<file path="src/pkg/tmin_pacing_pkg.sv">
// Constants shared by the dynamic minimum-temperature pacing logic
package tmin_pacing_pkg;
    // Register byte offsets on the slave port
    localparam logic [3:0]  ENABLE_OFFSET      = 4'h0;
    localparam logic [3:0]  PACING_OFFSET      = 4'h4;
    localparam logic [3:0]  STATUS_OFFSET      = 4'h8;

    // Field positions
    localparam int          REMOTE1_EN_BIT     = 0;
    localparam int          REMOTE2_EN_BIT     = 1;
    localparam int          REMOTE1_INT_LSB    = 0;
    localparam int          REMOTE2_INT_LSB    = 3;
    localparam int          LOOP_SELECT_BIT    = 6;
    localparam int          RESERVED_BIT       = 7;
    localparam int          INTERVAL_W         = 3;

    // Reset values and writable masks
    localparam logic [7:0]  ENABLE_RESET       = 8'h00;
    localparam logic [7:0]  ENABLE_WRITE_MASK  = 8'h03;
    localparam logic [7:0]  PACING_RESET       = 8'h40;
    localparam logic [7:0]  PACING_WRITE_MASK  = 8'h7f;

    // Wait series in monitoring cycles
    localparam int          WAIT_W             = 12;
    localparam logic [11:0] DEC_BASE_WAIT      = 12'h008;
    localparam logic [11:0] INC_BASE_WAIT      = 12'h010;
    localparam logic [11:0] MAX_WAIT           = 12'h800;
    localparam logic [2:0]  QUIRK_CODE         = 3'h5;
    localparam logic [11:0] QUIRK_INC_WAIT     = 12'h400;

    // Monitoring-cycle timebase
    localparam int          CLK_PERIOD_NS      = 50;
    localparam int          MONITOR_CYCLE_NS   = 125000000;
    localparam int          MONITOR_CYCLE_CLKS = MONITOR_CYCLE_NS / CLK_PERIOD_NS;
endpackage

</file>
<file path="src/pkg/pacer_if.sv">
// Signals between the register block and one channel pacer
`timescale 1ns/10ps
interface pacer_if;
    logic       tick;
    logic       enable;
    logic [2:0] code;
    logic       adjust_done;
    logic       dec_ok;
    logic       inc_ok;

    modport ctrl  (output tick, output enable, output code, output adjust_done,
                   input dec_ok, input inc_ok);
    modport pacer (input tick, input enable, input code, input adjust_done,
                   output dec_ok, output inc_ok);
endinterface

</file>
<file path="src/cycle_tick.sv">
// Monitoring-cycle tick generator
`timescale 1ns/10ps
module cycle_tick #(
    parameter int unsigned PERIOD = 2500000
) (
    // Clock and reset
    input  wire logic clk,
    input  wire logic rst,
    // One-cycle pulse per monitoring cycle
    output logic      tick
);
    localparam int W = $clog2(PERIOD + 1);
    localparam logic [W-1:0] LAST = W'(PERIOD - 1);

    logic [W-1:0] count;
    wire          wrap = (count == LAST);

    always_ff @(posedge clk) begin
        if (rst) begin
            count <= '0;
            tick  <= 1'b0;
        end else begin
            count <= wrap ? '0 : count + W'(1);
            tick  <= wrap;
        end
    end
endmodule

</file>
<file path="src/channel_pacer.sv">
// Per-channel adjustment wait counter
`timescale 1ns/10ps
module channel_pacer #(
    parameter bit IRREGULAR_INC = 1'b0
) (
    // Clock and reset
    input  wire logic clk,
    input  wire logic rst,
    // Control side
    pacer_if.pacer    pif
);
    logic [11:0] count;
    logic [11:0] next_count;

    wire [11:0] dec_wait = 12'(tmin_pacing_pkg::DEC_BASE_WAIT << pif.code);
    wire        quirk    = IRREGULAR_INC && (pif.code == tmin_pacing_pkg::QUIRK_CODE);
    wire [11:0] inc_wait = quirk ? tmin_pacing_pkg::QUIRK_INC_WAIT
                                 : 12'(tmin_pacing_pkg::INC_BASE_WAIT << pif.code);
    wire        restart  = !pif.enable || pif.adjust_done;
    wire        advance  = pif.tick && (count != tmin_pacing_pkg::MAX_WAIT);

    // Count saturates at the longest wait so it never wraps back to zero
    assign next_count = restart ? 12'h000 : (advance ? count + 12'h001 : count);

    always_ff @(posedge clk) begin
        if (rst) begin
            count      <= 12'h000;
            pif.dec_ok <= 1'b0;
            pif.inc_ok <= 1'b0;
        end else begin
            count      <= next_count;
            pif.dec_ok <= !restart && (next_count >= dec_wait);
            pif.inc_ok <= !restart && (next_count >= inc_wait);
        end
    end
endmodule

</file>
<file path="src/tmin_pacing.sv">
// Dynamic minimum-temperature pacing block with Avalon-MM register slave
// Contract
// Bits 2:0 set remote 1 wait, in monitoring cycles, between adjustments.
// Remote 1 codes: decrease 8..1024, increase 16..2048 cycles, doubling.
// Bits 5:3 set remote 2 wait, in monitoring cycles, between adjustments.
// Remote 2 decrease like remote 1; increase code 101 gives 1024 cycles.
// Bit 6 selects loop: 0 legacy, 1 dynamic, 1 after reset.
// Bit 7 is reserved, reads zero, writes ignored.
// Software picks waits after measuring the system thermal time constants.
// Each remote channel paces only while its own enable bit is set.
// Waits count whole 125 ms monitoring cycles, restarting after each adjustment.
`timescale 1ns/10ps
module tmin_pacing #(
    parameter int unsigned MONITOR_CYCLE_CLKS = tmin_pacing_pkg::MONITOR_CYCLE_CLKS
) (
    // Clock and reset
    input  wire logic        clk,
    input  wire logic        rst,
    // Avalon-MM slave
    input  wire logic [3:0]  address,
    input  wire logic        read,
    input  wire logic        write,
    input  wire logic [31:0] writedata,
    input  wire logic [3:0]  byteenable,
    output logic      [31:0] readdata,
    output logic             waitrequest,
    // Control loop side
    input  wire logic [1:0]  adjust_done,
    output logic      [1:0]  decrease_allowed,
    output logic      [1:0]  increase_allowed,
    output logic      [1:0]  dynamic_enable,
    output logic             loop_select
);
    logic [7:0] enable_cfg;
    logic [7:0] pacing_cfg;
    logic       tick;
    logic [1:0] dec_ok;
    logic [1:0] inc_ok;

    pacer_if pif [2] ();

    // Bus decode; the slave answers one cycle after the request is seen
    wire        request    = read || write;
    wire        commit     = write && !waitrequest && byteenable[0];
    wire        hit_enable = (address == tmin_pacing_pkg::ENABLE_OFFSET);
    wire        hit_pacing = (address == tmin_pacing_pkg::PACING_OFFSET);
    wire        hit_status = (address == tmin_pacing_pkg::STATUS_OFFSET);
    wire [7:0]  status     = {4'h0, inc_ok, dec_ok};
    wire [7:0]  next_enable_cfg = writedata[7:0] & tmin_pacing_pkg::ENABLE_WRITE_MASK;
    // Reserved bit masked off so it always reads back as zero
    wire [7:0]  next_pacing_cfg = writedata[7:0] & tmin_pacing_pkg::PACING_WRITE_MASK;
    wire [7:0]  read_byte  = hit_enable ? enable_cfg :
                             hit_pacing ? pacing_cfg :
                             hit_status ? status     : 8'h00;
    wire [31:0] next_readdata = {24'h000000, read_byte};

    always_ff @(posedge clk) begin
        if (rst) begin
            waitrequest <= 1'b1;
            readdata    <= 32'h00000000;
        end else begin
            waitrequest <= !(waitrequest && request);
            readdata    <= (waitrequest && read) ? next_readdata : readdata;
        end
    end

    always_ff @(posedge clk) begin
        if (rst) begin
            enable_cfg <= tmin_pacing_pkg::ENABLE_RESET;
            pacing_cfg <= tmin_pacing_pkg::PACING_RESET;
        end else begin
            if (commit && hit_enable) begin
                enable_cfg <= next_enable_cfg;
            end
            if (commit && hit_pacing) begin
                pacing_cfg <= next_pacing_cfg;
            end
        end
    end

    always_ff @(posedge clk) begin
        if (rst) begin
            decrease_allowed <= 2'h0;
            increase_allowed <= 2'h0;
            dynamic_enable   <= 2'h0;
            loop_select      <= 1'b1;
        end else begin
            decrease_allowed <= dec_ok;
            increase_allowed <= inc_ok;
            dynamic_enable   <= {enable_cfg[tmin_pacing_pkg::REMOTE2_EN_BIT],
                                 enable_cfg[tmin_pacing_pkg::REMOTE1_EN_BIT]};
            loop_select      <= pacing_cfg[tmin_pacing_pkg::LOOP_SELECT_BIT];
        end
    end

    cycle_tick #(
        .PERIOD (MONITOR_CYCLE_CLKS)
    ) u_tick (
        .clk  (clk),
        .rst  (rst),
        .tick (tick)
    );

    // Second channel carries the irregular increase entry
    for (genvar g = 0; g < 2; g++) begin : g_chan
        localparam int LSB = (g == 0) ? tmin_pacing_pkg::REMOTE1_INT_LSB
                                      : tmin_pacing_pkg::REMOTE2_INT_LSB;
        localparam int EN  = (g == 0) ? tmin_pacing_pkg::REMOTE1_EN_BIT
                                      : tmin_pacing_pkg::REMOTE2_EN_BIT;
        assign pif[g].tick        = tick;
        assign pif[g].enable      = enable_cfg[EN];
        assign pif[g].code        = pacing_cfg[LSB +: tmin_pacing_pkg::INTERVAL_W];
        assign pif[g].adjust_done = adjust_done[g];
        assign dec_ok[g]          = pif[g].dec_ok;
        assign inc_ok[g]          = pif[g].inc_ok;
        channel_pacer #(
            .IRREGULAR_INC (g == 1)
        ) u_pacer (
            .clk (clk),
            .rst (rst),
            .pif (pif[g])
        );
    end
endmodule

</file>
<file path="config.mk">
export PLATFORM = sky130hd
export DESIGN_NAME = tmin_pacing
export DESIGN_NICKNAME = d
export VERILOG_FILES = /design/src/pkg/tmin_pacing_pkg.sv /design/src/pkg/pacer_if.sv /design/src/cycle_tick.sv /design/src/channel_pacer.sv /design/src/tmin_pacing.sv
export SDC_FILE = /design/constraint.sdc
export NUM_CORES = 1
export LEC_CHECK = 0
export BUFFER_PORTS_ARGS = -buffer_cell sky130_fd_sc_hd__buf_2
export CORE_MARGIN = 5
export CORE_UTILIZATION = 40
export DETAILED_ROUTE_END_ITERATION = 12
export GPL_TIMING_DRIVEN = 0
export HOLD_SLACK_MARGIN = 0.02
export SETUP_SLACK_MARGIN = 0.3
export SKIP_CTS_REPAIR_TIMING = 1
export SLEW_MARGIN = 20
export SYNTH_ARGS = -nofsm -noshare
export SYNTH_HDL_FRONTEND = slang
export SYNTH_SLANG_ARGS = --single-unit
</file>
<file path="constraint.sdc">
create_clock -name clk -period 3.7 [get_ports clk]
set_input_delay 0 -clock clk [delete_from_list [all_inputs] [get_ports clk]]
set_output_delay 0 -clock clk [all_outputs]
set_load 0.02 [all_outputs]
</file>
==> summary.md <==
| Metric | Value |
|---|---|
| Full die area | roughly 0.012 mm2 |
| Fmax | approximately 400 MHz |
| Share of synthesized flip-flops with an asynchronous set or reset | 0% |
| Worst min path class | in -> reg |
| Number of core rows | 37 |
| Routability congestion estimate | 0.812 |
| Setup Total Neg Slack | 0 ns |
| Number of placed I/O pins | 86 |
| Largest cells by area after synthesis | dfxtp_1 (37%), ha_1 (10%), nor2_1 (8.2%), xor2_1 (5.8%), buf_4 (4.6%) |
| DR WL/cell | 12.6 um |
| Number of port buffers | 31 |
| Synth Instances | 473 |
| Share of Yosys cell area claimed by the top area cell type | a little under two fifths |
| Max_cap viols | 0 |
| Leading cell type by number of instances after synthesis | nor2_1 |
| Cell Count, Final, Fillers Out | roughly 690 |
| Arr. time, crit path | about 2.7 ns |
| Synth-to-Final Area Change | 16.8% |
| Final setup violation count | 0 |
| Slew of the pin with the lowest slew margin | around 0.65 ns |
| TritonRoute pass-1 iters | 4 |
| Flop and latch count out of synthesis | 75 |
| CP max stage cell | dfxtp_1 |
| Synth area leader | dfxtp_1 |
| First DRT Iteration DRCs | 171 |
| Worst-case clock skew | 0.0125 ns |
| Area inside the core boundary | around 0.010 mm2 |
| Horizontal die dimension | 111 um |
| Final cell utilization of the core | 47.2% |
| Power density of the placed cells | 312 mW/mm2 |
| Final design area excluding fillers | between 0.004 and 0.005 mm2 |
| Pin count of the biggest net entering global routing | 16 |
| Cts bufs inserted | 9 |
| Largest fanout on the critical path | 7 |
| Placed Instance Area | roughly 0.0045 mm2 |
| DPL Wire Length | 6660 um |
| Total grt overflow | 0 |
| Number of flops mapped to enable cells by yosys | 0 |
| Number of warning messages in the yosys log | 0 |
| Final Max Tran Viols | 0 |
| Height of the die | 111 um |
| Met3 routing resource usage after global routing | 3.22% |
| Average instance area after synthesis | 8.65 um2 |
| First-pass GRT wire length | 14900 um |
| Number of antenna violations at the first check in global routing | 0 |
| Hold WS | 0.0644 ns |
| Portion of the clock cycle consumed by the worst path in the final layout | roughly 70% |
| Drt via density | roughly 4.8 |
| Drt total wl | 8680 um |
| Outcome | complete, no violations |
| Nets@finish | 628 |
| Total power after layout | ~1.5 mW |
| Met1 Use GR | 18.3% |
| Pre-CTS worst setup slack | 1.21 ns |
| Sequential cell area fraction in the yosys report | 36.7% |
| Post-synth cell types | 51 |
| CP dominant cell by count | nor2_1 |
| Residual DRC count | 0 |
| Cell types with the highest counts after synthesis | nor2_1 (89), dfxtp_1 (75), ha_1 (34) |
| Gr busiest metal | met2 |
| Count of H-tree levels built during CTS | 3 |
| Smallest setup slack after layout | 1.18 ns |
| Overall via count from detail_route | between 3000 and 4000 |
| Post-route antenna net violation count | 0 |
| Nature of the critical path startpoint | flip-flop |
| Headroom to the max-slew limit | 56.2% |
| Clock latency on the worst-skew pair | 0.34 ns |
| Via count of the first global-routing pass | ~3200 |
| Largest incremental delay on the critical path | 0.46 ns |
| Effective utilization at floorplan | 40.4% |
| Number of placed instances with taps included | 664 |
| Cell Area, Synth | 0.00409 mm2 |
| Final-report hold violation count | 0 |
| CTS tree | done |
| Clock-pin slew on the worst setup and hold paths | approximately 0.09 ns |
| Worst Setup Path Type | reg -> reg |
| Crit path buffers/inverters | 0 |
| Dominant synthesized flop cell | dfxtp_1 |
| Share of post-route cells with drive strength above 1 | between 10% and 20% |
| Root buffer cell | clkbuf_8 |
| Unrepaired setup endpoints after global routing | false |
| Combined global-route utilization of all metal layers | 14.2% |
| Final period demand of the worst path | 2.52 ns |
| Critical Path, Cell by Cell | nand4_1, nor2_1, and3_1, xnor2_1, nor2_1, ha_1, o2111ai_1, a21oi_1, a2111oi_0, nor3_1 |
| Crit path capture type | flip-flop |
| Peak ir drop on the vdd network | 0.176 mV |
| Inserted Diodes | 0 |
| Buffers from clock root to sink, at most | 2 |
| Leakage component of the power | ~1.9 nW |
| Worst endpoint required time | approximately 4 ns |
| Cell type group with the largest total delay on the critical path | simple AND/OR/NAND/NOR gates |
| Number of sinks driven by the clock tree | 75 |
| Routing usage on met2 | about a quarter |
==> final cells by class <==
type	count	area [um2]
inverter	11	41.3
clock inverter	7	58.8
timing repair buffer	40	245
tap	136	170
sequential	75	1500
multi-input combinational	370	2390
fill	985	5360
clock buffer	9	124
buffer	41	250
==> worst reg2reg max path: stages, from the launching register on <==
cell,delay [ns]
dfxtp_1,0.46
nand4_1,0.24
nor2_1,0.24
and3_1,0.19
xnor2_1,0.13
nor2_1,0.09
ha_1,0.32
o2111ai_1,0.11
a21oi_1,0.07
a2111oi_0,0.45
nor3_1,0.09
==> flip-flops by register name, indices dropped and copies added, names as in the netlist <==
register                   cells
g_chan.u_pacer.count          24
u_tick.count                  22
pacing_cfg                     7
readdata                       7
decrease_allowed               2
dynamic_enable                 2
enable_cfg                     2
g_chan.u_pacer.pif.dec_ok      2
g_chan.u_pacer.pif.inc_ok      2
increase_allowed               2
loop_select                    1
u_tick.tick                    1
waitrequest                    1
==> cells in the final DEF (no fill, tap or decap), drive strengths merged, types with 11 or more instances in the layout <==
cell type,n
nand2,25
inv,14
xor2,27
nand4,11
dfxtp,75
clkbuf,22
mux2i,12
nor2,90
conb,25
ha,34
nand3,22
buf,59
xnor2,13
==> metal layers <==
layer  share of wire (%)  up-vias
met4                 1.4        0
met5                   0        -
li1                    -     1731
met3                 3.2       10
met2                  48       54
met1                  47     1542
==> power breakdown <==
part	total, mW	switching (mW)	internal, mW
combinational	0.0944	0.0544	0.0400
clock	0.584	0.330	0.254
sequential	0.815	0.00448	0.810
total	1.49	0.389	1.10
==> final timing paths <==
check / slack (ns) / cells after the start / start / endpoint
worst min register to register: 0.49 / 1 / u_tick.count[0]$_SDFF_PP0_ / u_tick.count[0]$_SDFF_PP0_
worst max-delay path: 1.18 / 10 / u_tick.tick$_SDFF_PP0_ / g_chan[0].u_pacer.pif.inc_ok$_SDFF_PP0_
worst min-delay path: 0.06 / 2 / rst / decrease_allowed[1]$_SDFF_PP0_
worst max register to register: 1.18 / 10 / u_tick.tick$_SDFF_PP0_ / g_chan[0].u_pacer.pif.inc_ok$_SDFF_PP0_
==> cells by family (layout without fill, tap and decap cells) <==
logic type | Yosys count | after routing | synth area share (%)
compound gates | 46 | 46 | 8.01
buf+inv | 52 | 108 | 7.12
xor+xnor | 40 | 40 | 8.56
flops | 75 | 75 | 36.7
mux | 12 | 12 | 2.93
simple gates | 212 | 212 | 25.9
other cells | 1 | 25 | 0.0916
fa+ha+maj | 35 | 35 | 10.7
(Power assumes the default switching activity.)
